<file path="src/rtl/qps_consts.vh">
// Shared constants of the quad pot serial slave
`ifndef QPS_CONSTS_VH
`define QPS_CONSTS_VH

// Clock and timing
`define QPS_CLK_PERIOD_NS     5
`define QPS_NV_WRITE_NS       5000000
// Cycle counts at the 5 ns clock, sized to the counters that load them
`define QPS_NV_WRITE_CYCLES   24'hf4240
`define QPS_STOP_WIPER_NS     1000
`define QPS_STOP_WIPER_CYCLES 8'hc8
`define QPS_NV_CNT_W          24
`define QPS_WIPER_CNT_W       8

// Write request buffer: {pot[11:10], slot[9:8], value[7:0]}
`define QPS_FIFO_WIDTH        12
`define QPS_FIFO_DEPTH        16
`define QPS_FIFO_AW           4

// Instruction byte fields
`define QPS_OPC_HI            7
`define QPS_OPC_LO            4
`define QPS_POT_HI            3
`define QPS_POT_LO            2
`define QPS_SLOT_HI           1
`define QPS_SLOT_LO           0

// Opcodes
`define QPS_OP_RD_WPR         4'h9
`define QPS_OP_WR_WPR         4'ha
`define QPS_OP_RD_SLOT        4'hb
`define QPS_OP_WR_SLOT        4'hc
`define QPS_OP_SLOT_TO_WPR    4'hd
`define QPS_OP_WPR_TO_SLOT    4'he
`define QPS_OP_G_SLOT_TO_WPR  4'h1
`define QPS_OP_G_WPR_TO_SLOT  4'h8
`define QPS_OP_INCDEC         4'h2

// Wiper register layout and reset values
`define QPS_POS_W             6
`define QPS_POS_MAX           6'h3f
`define QPS_WIPER_FLOAT_BIT   6
`define QPS_CASCADE_BIT       7
`define QPS_WPR_RESET         8'h00
`define QPS_SLOT_RESET        8'h00

`endif

</file>
<file path="src/rtl/qps_slave.v">
// Two-wire slave, command decoder and wiper registers of the quad pot
// Notes on behaviour
// - Data changes only with clock low; changes with clock high mean start/stop.
// - Watch both lines always; ignore all activity until a start is seen.
// - After eight bits transmitter releases data; receiver pulls low on ninth clock.
// - Acknowledge the matching address, a valid instruction, and any following data byte.
// - Address byte follows start; its upper nibble is the device type.
// - Lower address nibble must equal all four address select pins.
// - Stop after a nonvolatile write starts it; address not acked until done.
// - Instruction: opcode upper nibble, then two pot bits, then two slot bits.
// - Four opcodes finish with the instruction byte, moving wiper/slot values.
// - Slot to wiper load is volatile; wiper output follows after a delay.
// - Wiper to slot copy is a nonvolatile write lasting the write time.
// - Wiper and slot reads/writes take three bytes, the third carries the value.
// - Increment mode: clock pulse with data high steps wiper toward high end.
// - Increment mode: clock pulse with data low steps wiper toward low end.
// - Low six wiper bits decode one-hot to one of 64 taps.
// - 63 segments and 64 taps; the position covers every tap.
// - Wipers and slots are read/writable; a wiper loads from any own slot.
// - Data pin is only pulled low or released, never driven high.
// - Wiper byte: bits 5..0 position, bit 7 cascade, bit 6 floats wiper.
// - Global transfers ignore pot bits and act on all four pots.
// - Every slot change is nonvolatile, lasting at most 10 ms.
// - At power-up each wiper loads from slot zero of its pot.
`include "qps_consts.vh"

module qps_slave #(
  // Arbitrary device type identifier
  parameter [3:0]               DEVICE_TYPE_ID  = 4'h9,
  parameter [`QPS_NV_CNT_W-1:0] NV_WRITE_CYCLES = `QPS_NV_WRITE_CYCLES
) (
  // Clocking
  input  wire         sys_clk_in,
  input  wire         rst_in,
  input  wire         ce_in,
  // Two-wire bus
  input  wire         scl_in,
  input  wire         sda_in,
  output wire         sda_out,
  output wire         sda_oe_out,
  // Straps
  input  wire [3:0]   address_select_pins_in,
  // Wiper outputs
  output reg  [255:0] tap_select_out,
  output reg  [3:0]   wiper_float_out,
  output reg  [3:0]   cascade_enable_out,
  // Status
  output wire         nv_busy_out,
  output wire         incdec_active_out
);
  localparam [2:0] ST_IDLE   = 3'h0;
  localparam [2:0] ST_ADDR   = 3'h1;
  localparam [2:0] ST_INSTR  = 3'h2;
  localparam [2:0] ST_DATA   = 3'h3;
  localparam [2:0] ST_TX     = 3'h4;
  localparam [2:0] ST_INCDEC = 3'h5;
  localparam [2:0] ST_WAIT   = 3'h6;
  localparam [`QPS_WIPER_CNT_W-1:0] WIPER_DLY = `QPS_STOP_WIPER_CYCLES - 8'h01;

  // Synchronisers and edge history
  reg [1:0]   scl_sync_q;
  reg [1:0]   sda_sync_q;
  reg [7:0]   strap_sync_q;
  reg         scl_prev_q;
  reg         sda_prev_q;
  // Protocol state
  reg [2:0]   state_q;
  reg [2:0]   next_q;
  reg [3:0]   bit_q;
  reg         in_ack_q;
  reg [7:0]   shift_q;
  reg [7:0]   instr_q;
  reg [7:0]   tx_q;
  reg         sda_oe_q;
  // Volatile wipers and pending writes
  reg [7:0]   wcr_q [0:3];
  reg [7:0]   pend_val_q [0:3];
  reg [3:0]   pend_mask_q;
  reg [1:0]   pend_slot_q;
  reg         commit_q;
  reg         load_pend_q;
  reg         load_go_q;
  reg         boot_q;
  reg [`QPS_WIPER_CNT_W-1:0] dly_q;
  integer     i;

  wire         scl;
  wire         sda;
  wire         scl_rise;
  wire         scl_fall;
  wire         start_det;
  wire         stop_det;
  wire         busy;
  wire [127:0] slots;
  wire         store_busy;
  wire         fifo_in_ready;
  wire         fifo_in_valid;
  wire [11:0]  fifo_in_data;
  wire         fifo_out_valid;
  wire         fifo_out_ready;
  wire [11:0]  fifo_out_data;
  wire [1:0]   low_pot;
  wire [3:0]   opc;
  wire [1:0]   pot;
  wire [1:0]   slot;
  wire [1:0]   cur_pot;
  wire [5:0]   cur_pos;

  function [63:0] tap_decode;
    input [5:0] pos;
    begin
      tap_decode = 64'h1 << pos;
    end
  endfunction

  function [3:0] pot_onehot;
    input [1:0] p;
    begin
      pot_onehot = 4'h1 << p;
    end
  endfunction

  function [1:0] lowest_pot;
    input [3:0] m;
    begin
      lowest_pot = m[0] ? 2'h0 : m[1] ? 2'h1 : m[2] ? 2'h2 : 2'h3;
    end
  endfunction

  function [7:0] slot_of;
    input [127:0] s;
    input [1:0]   p;
    input [1:0]   r;
    begin
      slot_of = s[{p, r, 3'h0} +: 8];
    end
  endfunction

  assign scl       = scl_sync_q[1];
  assign sda       = sda_sync_q[1];
  assign scl_rise  = scl & ~scl_prev_q;
  assign scl_fall  = ~scl & scl_prev_q;
  assign start_det = scl & scl_prev_q & sda_prev_q & ~sda;
  assign stop_det  = scl & scl_prev_q & ~sda_prev_q & sda;
  assign busy      = commit_q | fifo_out_valid | store_busy;
  assign opc       = shift_q[`QPS_OPC_HI:`QPS_OPC_LO];
  assign pot       = shift_q[`QPS_POT_HI:`QPS_POT_LO];
  assign slot      = shift_q[`QPS_SLOT_HI:`QPS_SLOT_LO];
  assign cur_pot   = instr_q[`QPS_POT_HI:`QPS_POT_LO];
  assign cur_pos   = wcr_q[cur_pot][`QPS_POS_W-1:0];
  assign low_pot   = lowest_pot(pend_mask_q);

  assign sda_out           = 1'b0;
  assign sda_oe_out        = sda_oe_q;
  assign nv_busy_out       = busy;
  assign incdec_active_out = (state_q == ST_INCDEC);

  assign fifo_in_valid  = commit_q & (pend_mask_q != 4'h0);
  assign fifo_in_data   = {low_pot, pend_slot_q, pend_val_q[low_pot]};

  always @(posedge sys_clk_in) begin
    if (rst_in) begin
      scl_sync_q   <= 2'h3;
      sda_sync_q   <= 2'h3;
      strap_sync_q <= 8'h00;
      scl_prev_q   <= 1'b1;
      sda_prev_q   <= 1'b1;
    end else if (ce_in) begin
      scl_sync_q   <= {scl_sync_q[0], scl_in};
      sda_sync_q   <= {sda_sync_q[0], sda_in};
      strap_sync_q <= {strap_sync_q[3:0], address_select_pins_in};
      scl_prev_q   <= scl;
      sda_prev_q   <= sda;
    end
  end

  always @(posedge sys_clk_in) begin
    if (rst_in) begin
      state_q     <= ST_IDLE;
      next_q      <= ST_WAIT;
      bit_q       <= 4'h0;
      in_ack_q    <= 1'b0;
      shift_q     <= 8'h00;
      instr_q     <= 8'h00;
      tx_q        <= 8'h00;
      sda_oe_q    <= 1'b0;
      pend_mask_q <= 4'h0;
      pend_slot_q <= 2'h0;
      commit_q    <= 1'b0;
      load_pend_q <= 1'b0;
      load_go_q   <= 1'b0;
      boot_q      <= 1'b1;
      for (i = 0; i < 4; i = i + 1) begin
        wcr_q[i]      <= `QPS_WPR_RESET;
        pend_val_q[i] <= 8'h00;
      end
    end else if (ce_in) begin
      load_go_q <= 1'b0;
      // Pending writes drain into the FIFO one per cycle; full FIFO stalls here
      if (commit_q) begin
        if (pend_mask_q == 4'h0)
          commit_q <= 1'b0;
        else if (fifo_in_ready)
          pend_mask_q <= pend_mask_q & ~pot_onehot(low_pot);
      end
      if (boot_q) begin
        boot_q <= 1'b0;
        for (i = 0; i < 4; i = i + 1)
          wcr_q[i] <= slot_of(slots, i[1:0], 2'h0);
      end else if (start_det) begin
        state_q  <= ST_ADDR;
        bit_q    <= 4'h0;
        in_ack_q <= 1'b0;
        sda_oe_q <= 1'b0;
        // An unfinished write with no stop is dropped
        if (!commit_q)
          pend_mask_q <= 4'h0;
      end else if (stop_det) begin
        state_q  <= ST_IDLE;
        bit_q    <= 4'h0;
        in_ack_q <= 1'b0;
        sda_oe_q <= 1'b0;
        if (pend_mask_q != 4'h0)
          commit_q <= 1'b1;
        load_go_q   <= load_pend_q;
        load_pend_q <= 1'b0;
      end else if (state_q != ST_IDLE && state_q != ST_WAIT) begin
        if (scl_rise) begin
          if (state_q == ST_INCDEC) begin
            if (sda && cur_pos != `QPS_POS_MAX)
              wcr_q[cur_pot][`QPS_POS_W-1:0] <= cur_pos + 6'h01;
            else if (!sda && cur_pos != 6'h00)
              wcr_q[cur_pot][`QPS_POS_W-1:0] <= cur_pos - 6'h01;
          end else if (!in_ack_q && bit_q != 4'h8) begin
            shift_q <= {shift_q[6:0], sda};
            bit_q   <= bit_q + 4'h1;
          end
        end
        if (scl_fall && state_q != ST_INCDEC) begin
          if (in_ack_q) begin
            in_ack_q <= 1'b0;
            bit_q    <= 4'h0;
            state_q  <= next_q;
            sda_oe_q <= (next_q == ST_TX) ? ~tx_q[7] : 1'b0;
          end else if (bit_q == 4'h8) begin
            sda_oe_q <= 1'b0;
            in_ack_q <= 1'b1;
            next_q   <= ST_WAIT;
            case (state_q)
              ST_ADDR: begin
                if (shift_q[7:4] == DEVICE_TYPE_ID && shift_q[3:0] == strap_sync_q[7:4]
                    && !busy) begin
                  sda_oe_q <= 1'b1;
                  next_q   <= ST_INSTR;
                end else begin
                  in_ack_q <= 1'b0;
                  state_q  <= ST_WAIT;
                end
              end
              ST_INSTR: begin
                instr_q  <= shift_q;
                sda_oe_q <= 1'b1;
                case (opc)
                  `QPS_OP_RD_WPR: begin
                    tx_q   <= wcr_q[pot];
                    next_q <= ST_TX;
                  end
                  `QPS_OP_RD_SLOT: begin
                    tx_q   <= slot_of(slots, pot, slot);
                    next_q <= ST_TX;
                  end
                  `QPS_OP_WR_WPR,
                  `QPS_OP_WR_SLOT: next_q <= ST_DATA;
                  `QPS_OP_SLOT_TO_WPR: begin
                    wcr_q[pot]  <= slot_of(slots, pot, slot);
                    load_pend_q <= 1'b1;
                  end
                  `QPS_OP_WPR_TO_SLOT: begin
                    pend_mask_q     <= pot_onehot(pot);
                    pend_slot_q     <= slot;
                    pend_val_q[pot] <= wcr_q[pot];
                  end
                  `QPS_OP_G_SLOT_TO_WPR: begin
                    for (i = 0; i < 4; i = i + 1)
                      wcr_q[i] <= slot_of(slots, i[1:0], slot);
                    load_pend_q <= 1'b1;
                  end
                  `QPS_OP_G_WPR_TO_SLOT: begin
                    pend_mask_q <= 4'hf;
                    pend_slot_q <= slot;
                    for (i = 0; i < 4; i = i + 1)
                      pend_val_q[i] <= wcr_q[i];
                  end
                  `QPS_OP_INCDEC: next_q <= ST_INCDEC;
                  default: begin
                    sda_oe_q <= 1'b0;
                    in_ack_q <= 1'b0;
                    state_q  <= ST_WAIT;
                  end
                endcase
              end
              ST_DATA: begin
                sda_oe_q <= 1'b1;
                if (instr_q[`QPS_OPC_HI:`QPS_OPC_LO] == `QPS_OP_WR_WPR) begin
                  wcr_q[cur_pot] <= shift_q;
                end else begin
                  pend_mask_q         <= pot_onehot(cur_pot);
                  pend_slot_q         <= instr_q[`QPS_SLOT_HI:`QPS_SLOT_LO];
                  pend_val_q[cur_pot] <= shift_q;
                end
              end
              default: begin
                // Transmit done; master's ack slot, device stays released
                sda_oe_q <= 1'b0;
              end
            endcase
          end else if (state_q == ST_TX && bit_q != 4'h0) begin
            tx_q     <= {tx_q[6:0], 1'b0};
            sda_oe_q <= ~tx_q[6];
          end
        end
      end
    end
  end

  // Wiper outputs hold during a pending load and for the stop-to-wiper delay
  always @(posedge sys_clk_in) begin
    if (rst_in) begin
      dly_q              <= {`QPS_WIPER_CNT_W{1'b0}};
      tap_select_out     <= {4{64'h1}};
      wiper_float_out    <= 4'h0;
      cascade_enable_out <= 4'h0;
    end else if (ce_in) begin
      if (load_go_q)
        dly_q <= WIPER_DLY;
      else if (dly_q != {`QPS_WIPER_CNT_W{1'b0}})
        dly_q <= dly_q - {{(`QPS_WIPER_CNT_W-1){1'b0}}, 1'b1};
      if (!load_pend_q && !load_go_q && dly_q == {`QPS_WIPER_CNT_W{1'b0}}) begin
        for (i = 0; i < 4; i = i + 1) begin
          tap_select_out[i*64 +: 64] <= tap_decode(wcr_q[i][`QPS_POS_W-1:0]);
          wiper_float_out[i]         <= wcr_q[i][`QPS_WIPER_FLOAT_BIT];
          cascade_enable_out[i]      <= wcr_q[i][`QPS_CASCADE_BIT];
        end
      end
    end
  end

  qps_fifo #(
    .WIDTH (`QPS_FIFO_WIDTH),
    .DEPTH (`QPS_FIFO_DEPTH),
    .AW    (`QPS_FIFO_AW)
  ) u_fifo (
    .sys_clk_in    (sys_clk_in),
    .rst_in        (rst_in),
    .ce_in         (ce_in),
    .in_valid_in   (fifo_in_valid),
    .in_ready_out  (fifo_in_ready),
    .in_data_in    (fifo_in_data),
    .out_valid_out (fifo_out_valid),
    .out_ready_in  (fifo_out_ready),
    .out_data_out  (fifo_out_data)
  );

  qps_nv_store #(
    .NV_WRITE_CYCLES (NV_WRITE_CYCLES)
  ) u_store (
    .sys_clk_in   (sys_clk_in),
    .rst_in       (rst_in),
    .ce_in        (ce_in),
    .wr_valid_in  (fifo_out_valid),
    .wr_ready_out (fifo_out_ready),
    .wr_req_in    (fifo_out_data),
    .slots_out    (slots),
    .busy_out     (store_busy)
  );
endmodule

</file>
<file path="src/rtl/qps_fifo.v">
// Parameterised valid/ready FIFO for pending nonvolatile writes
`include "qps_consts.vh"

module qps_fifo #(
  parameter WIDTH = `QPS_FIFO_WIDTH,
  parameter DEPTH = `QPS_FIFO_DEPTH,
  parameter AW    = `QPS_FIFO_AW
) (
  // Clocking
  input  wire             sys_clk_in,
  input  wire             rst_in,
  input  wire             ce_in,
  // Fill side
  input  wire             in_valid_in,
  output wire             in_ready_out,
  input  wire [WIDTH-1:0] in_data_in,
  // Drain side
  output wire             out_valid_out,
  input  wire             out_ready_in,
  output wire [WIDTH-1:0] out_data_out
);
  reg [WIDTH-1:0] mem_q [0:DEPTH-1];
  reg [AW-1:0]    wr_ptr_q;
  reg [AW-1:0]    rd_ptr_q;
  reg [AW:0]      count_q;
  wire            push;
  wire            pop;

  assign in_ready_out  = (count_q != DEPTH[AW:0]);
  assign out_valid_out = (count_q != {(AW+1){1'b0}});
  assign out_data_out  = mem_q[rd_ptr_q];
  assign push          = in_valid_in & in_ready_out;
  assign pop           = out_valid_out & out_ready_in;

  always @(posedge sys_clk_in) begin
    if (rst_in) begin
      wr_ptr_q <= {AW{1'b0}};
      rd_ptr_q <= {AW{1'b0}};
      count_q  <= {(AW+1){1'b0}};
    end else if (ce_in) begin
      if (push) begin
        mem_q[wr_ptr_q] <= in_data_in;
        wr_ptr_q        <= wr_ptr_q + {{(AW-1){1'b0}}, 1'b1};
      end
      if (pop)
        rd_ptr_q <= rd_ptr_q + {{(AW-1){1'b0}}, 1'b1};
      if (push & ~pop)
        count_q <= count_q + {{AW{1'b0}}, 1'b1};
      else if (pop & ~push)
        count_q <= count_q - {{AW{1'b0}}, 1'b1};
    end
  end
endmodule

</file>
<file path="src/rtl/qps_nv_store.v">
// Nonvolatile data slots (4 pots x 4 slots) with timed write cycle
`include "qps_consts.vh"

module qps_nv_store #(
  parameter [`QPS_NV_CNT_W-1:0] NV_WRITE_CYCLES = `QPS_NV_WRITE_CYCLES
) (
  // Clocking
  input  wire         sys_clk_in,
  input  wire         rst_in,
  input  wire         ce_in,
  // Write requests
  input  wire         wr_valid_in,
  output wire         wr_ready_out,
  input  wire [11:0]  wr_req_in,
  // State
  output reg  [127:0] slots_out,
  output wire         busy_out
);
  reg                     busy_q;
  reg [`QPS_NV_CNT_W-1:0] cnt_q;
  reg [3:0]               idx_q;
  reg [7:0]               val_q;
  integer                 i;

  // Only one write cycle runs at a time; the FIFO ahead absorbs the rest
  assign wr_ready_out = ~busy_q;
  assign busy_out     = busy_q;

  always @(posedge sys_clk_in) begin
    if (rst_in) begin
      busy_q <= 1'b0;
      cnt_q  <= {`QPS_NV_CNT_W{1'b0}};
      idx_q  <= 4'h0;
      val_q  <= 8'h00;
      for (i = 0; i < 16; i = i + 1)
        slots_out[i*8 +: 8] <= `QPS_SLOT_RESET;
    end else if (ce_in) begin
      if (!busy_q && wr_valid_in) begin
        busy_q <= 1'b1;
        cnt_q  <= NV_WRITE_CYCLES - {{(`QPS_NV_CNT_W-1){1'b0}}, 1'b1};
        idx_q  <= wr_req_in[11:8];
        val_q  <= wr_req_in[7:0];
      end else if (busy_q) begin
        if (cnt_q == {`QPS_NV_CNT_W{1'b0}}) begin
          busy_q                      <= 1'b0;
          slots_out[{idx_q, 3'h0} +: 8] <= val_q;
        end else begin
          cnt_q <= cnt_q - {{(`QPS_NV_CNT_W-1){1'b0}}, 1'b1};
        end
      end
    end
  end
endmodule

</file>
<file path="config.mk">
export PLATFORM = sky130hd
export DESIGN_NAME = qps_slave
export DESIGN_NICKNAME = d
export VERILOG_FILES = /design/src/rtl/qps_slave.v /design/src/rtl/qps_fifo.v /design/src/rtl/qps_nv_store.v
export VERILOG_INCLUDE_DIRS = /design/src /design/src/rtl
export SDC_FILE = /design/constraint.sdc
export NUM_CORES = 2
export LEC_CHECK = 0
export BUFFER_PORTS_ARGS = -buffer_cell sky130_fd_sc_hd__buf_2
export CORE_AREA = 2 2 178 311
export CTS_CLUSTER_SIZE = 12
export DETAILED_ROUTE_END_ITERATION = 8
export DIE_AREA = 0 0 180 313
export GPL_TIMING_DRIVEN = 0
export PLACE_DENSITY_LB_ADDON = 0.2
export SLEW_MARGIN = 10
export SYNTH_ARGS = -nofsm -noshare
export SYNTH_HDL_FRONTEND = slang
export SYNTH_SLANG_ARGS = --single-unit
</file>
<file path="constraint.sdc">
create_clock -name sys_clk_in -period 7.1 [get_ports sys_clk_in]
set_input_delay 0.355 -clock sys_clk_in [delete_from_list [all_inputs] [get_ports sys_clk_in]]
set_output_delay 0.355 -clock sys_clk_in [all_outputs]
set_load 0.01 [all_outputs]
</file>
==> run summary <==
critical path type: flip-flop to flip-flop
ys async rst share: 0
Mean Syn Cell Area: 10.1 µm²
final period utilization: 0.742
syn_nets: 3307
RePlAce Congestion: 0.967
number of synthesis warnings: 0
Max-Cap Viols: 0
Final Power: 10.8 mW
drt first pass iters: 6
Clock Tree Buf Depth: 3
Initial Utilization: 0.616
launch point of the worst reg-to-reg path: scl_sync_q[1]$_SDFFE_PP1P_
total track usage: 0.384
final hold vios: 0
CP required: 7.46 ns
register bit total from synthesis: 770
synthesized area: 33200 µm²
clk sinks: 770
dpl hpwl: 81.9 mm
Die Height: 313 µm
crit path launch type: flip-flop
Final setup viols: 0
Primary FF master, synth: dfxtp_1
setup TNS: 0 ns
Slew HR: 0.0797
die area: 56300 µm²
Cell Area, Placed: 35500 µm²
placed insts: 4249
IO Pins: 277
worst slew pin tran: 1.37 ns
Root Buffer: clkbuf_16
largest fanout on the critical path: 7
Resize count post-CTS: 0
Critical Path Source: scl_sync_q[1]$_SDFFE_PP1P_
Iteration-0 DRC Markers: 2413
max-slew violation count: 0
global route overflow: 0
hold_sp: address_select_pins_in[0]
layout cells sized above 1: 0.155
vias post-DR: 27900
# diodes: 0
Port Buffers: 275
vias in the first global route: 28400
clock buffer count from CTS: 75
Mapped Cells: 3276
CP Capture Type: flip-flop
area of the core: 53900 µm²
worst vdd ir: 0.327 mV
first-pass GRT wire length: 165 mm
CTS tree: done
worst-skew pair later-pin latency: 0.64 ns
antenna violations before repair: 0
H-tree depth: 3
largest net degree at the start of global routing: 18
drc violations: 0
Via-to-Cell Ratio: 6.38
row cnt: 113
outcome: completed
Design Area, Final: 37800 µm²
RSZ-0062 raised after global routing: false
Synth cell types: 78
f_max: 0.190 GHz
CP arrival: 5.63 ns
min Tclk post-route: 5.27 ns
PwrDens: 287 nW/µm²
# hold bufs at CTS: 4
Seq/Total Area, Yosys: 0.542
Area Growth Syn to Fin: 13.8%
Routed Antenna Nets: 0
Final nets: 3671
Post-Route WL: 110 mm
clock skew: 0.0208 ns
Worst Hold Class: primary input to flip-flop
die span in x: 180 µm
Post-synth EDFFs: 256
clock slew at reported path FFs: 0.06 ns
non-filler cells, final: 4372
leakage power: 13.8 nW
WL/cell: 25.2 µm
Post-CTS Setup Inserts: 0
==> stage by stage <==
step,util,setup slack [ns],hold slack [ns]
after floorplan,-,3.48,0.432
after global placement,0.657,2.27,0.440
after detailed placement,0.659,2.23,0.446
after CTS,0.700,2.21,0.00627
after global routing,0.701,1.74,0.0269
final,0.701,1.83,0.0235
==> critical path, cell delays in order (launching register included) <==
cell      delay [ns]
dfxtp_1         0.45
or4bb_1         0.65
nor4_1          1.08
o21ai_0         0.55
inv_1           0.29
ha_1            0.33
nand3_1         0.11
o221ai_1        0.15
o41ai_1         0.67
xnor2_1         0.18
o211ai_1        0.38
o21ai_0         0.16
==> final cells by class <==
type                       instances  area [µm²]
timing repair buffer             287        1480
multi-input combinational       2214       14100
clock buffer                     112        2090
inverter                          29         109
fill                            4054       16100
sequential                       770       18000
tap                              690         863
buffer                           263        1030
clock inverter                     7         118
==> routing by layer <==
| layer | part of all wire | wire, µm | GRT usage | vias up |
|---|---|---|---|---|
| li1 | - | - | - | 12400 |
| met1 | 0.32 | 35400 | 0.388 | 13300 |
| met2 | 0.51 | 56300 | 0.687 | 1587 |
| met3 | 0.074 | 8210 | 0.0646 | 518 |
| met4 | 0.094 | 10400 | 0.327 | 0 |
| met5 | 0 | 0 | 0 | - |
==> flip-flops by register name, summed over array words and instances (netlist names), 5 cells and up, named ones only <==
signal             flops
tap_select_out       256
u_fifo.mem_q         192
u_store.slots_out    128
pend_val_q            32
wcr_q                 32
u_store.cnt_q         24
dly_q                  8
instr_q                8
shift_q                8
strap_sync_q           8
tx_q                   8
u_store.val_q          8
u_fifo.count_q         5
==> cells in the final DEF (no fill, tap or decap), drive strengths merged, types with 6 or more instances in the layout <==
cell type,instances
nor2,495
mux2i,123
a211o,11
or4,7
edfxtp,256
a21o,9
nand2,246
dfxtp,514
or3b,6
nor4,14
nor2b,31
xnor2,29
nand4,12
o21ai,155
nand3,40
nor3,278
buf,326
a211oi,10
clkinv,6
a22oi,33
a31oi,7
and2,7
o31ai,10
nor3b,13
xor2,22
or3,11
o22ai,8
nand3b,81
clkbuf,332
or2,13
nand2b,20
ha,20
a21oi,327
inv,30
a221oi,6
mux4,108
==> synth_stat cells, drive strengths merged (8+ instances only) <==
cell type	n	area, µm²
buf	43	196
nor3	278	1410
nand2	246	943
o22ai	8	50.1
inv	29	109
xor2	22	193
a211oi	10	75.1
nor3b	13	97.6
ha	20	250
nand3b	81	621
nand3	40	200
xnor2	29	254
dfxtp	514	10300
nor4	14	103
or3	11	73.8
nand2b	20	125
o21ai	155	776
a21oi	327	1640
o31ai	10	80.1
a211o	11	96.3
or2	13	81.3
mux2i	123	1230
a21o	9	67.6
a22oi	33	248
nand4	12	87.6
nor2	495	1870
edfxtp	256	7690
clkbuf	220	833
nor2b	31	194
mux4	108	2430
==> cell families (layout without fill, tap and decap cells) <==
family	after synthesis	after routing	synth area share
simple gates	1297	1297	0.186
fa+ha+maj	22	22	0.00875
compound gates	610	610	0.104
flops	770	770	0.542
buf+inv	292	698	0.0343
other cells	1	1	0.000113
mux	233	233	0.111
xor+xnor	51	51	0.0135
==> power by group <==
group	total (mW)	internal (mW)	switching (mW)
registers	4.86	4.70	0.165
logic	2.24	0.662	1.58
clock network	3.73	2.04	1.69
total	10.8	7.40	3.43
==> final timing paths <==
path	slack [ns]	cells past startpoint	endpoint
worst max-delay path	1.83	11	wcr_q[2][5]$_DFFE_PP_
worst min-delay path	0.02	3	strap_sync_q[0]$_SDFFE_PP0P_
worst max register to register	1.83	11	wcr_q[2][5]$_DFFE_PP_
worst min register to register	0.46	2	cascade_enable_out[1]$_SDFFE_PP0P_
No activity file was read; power rests on OpenSTA's default activity.
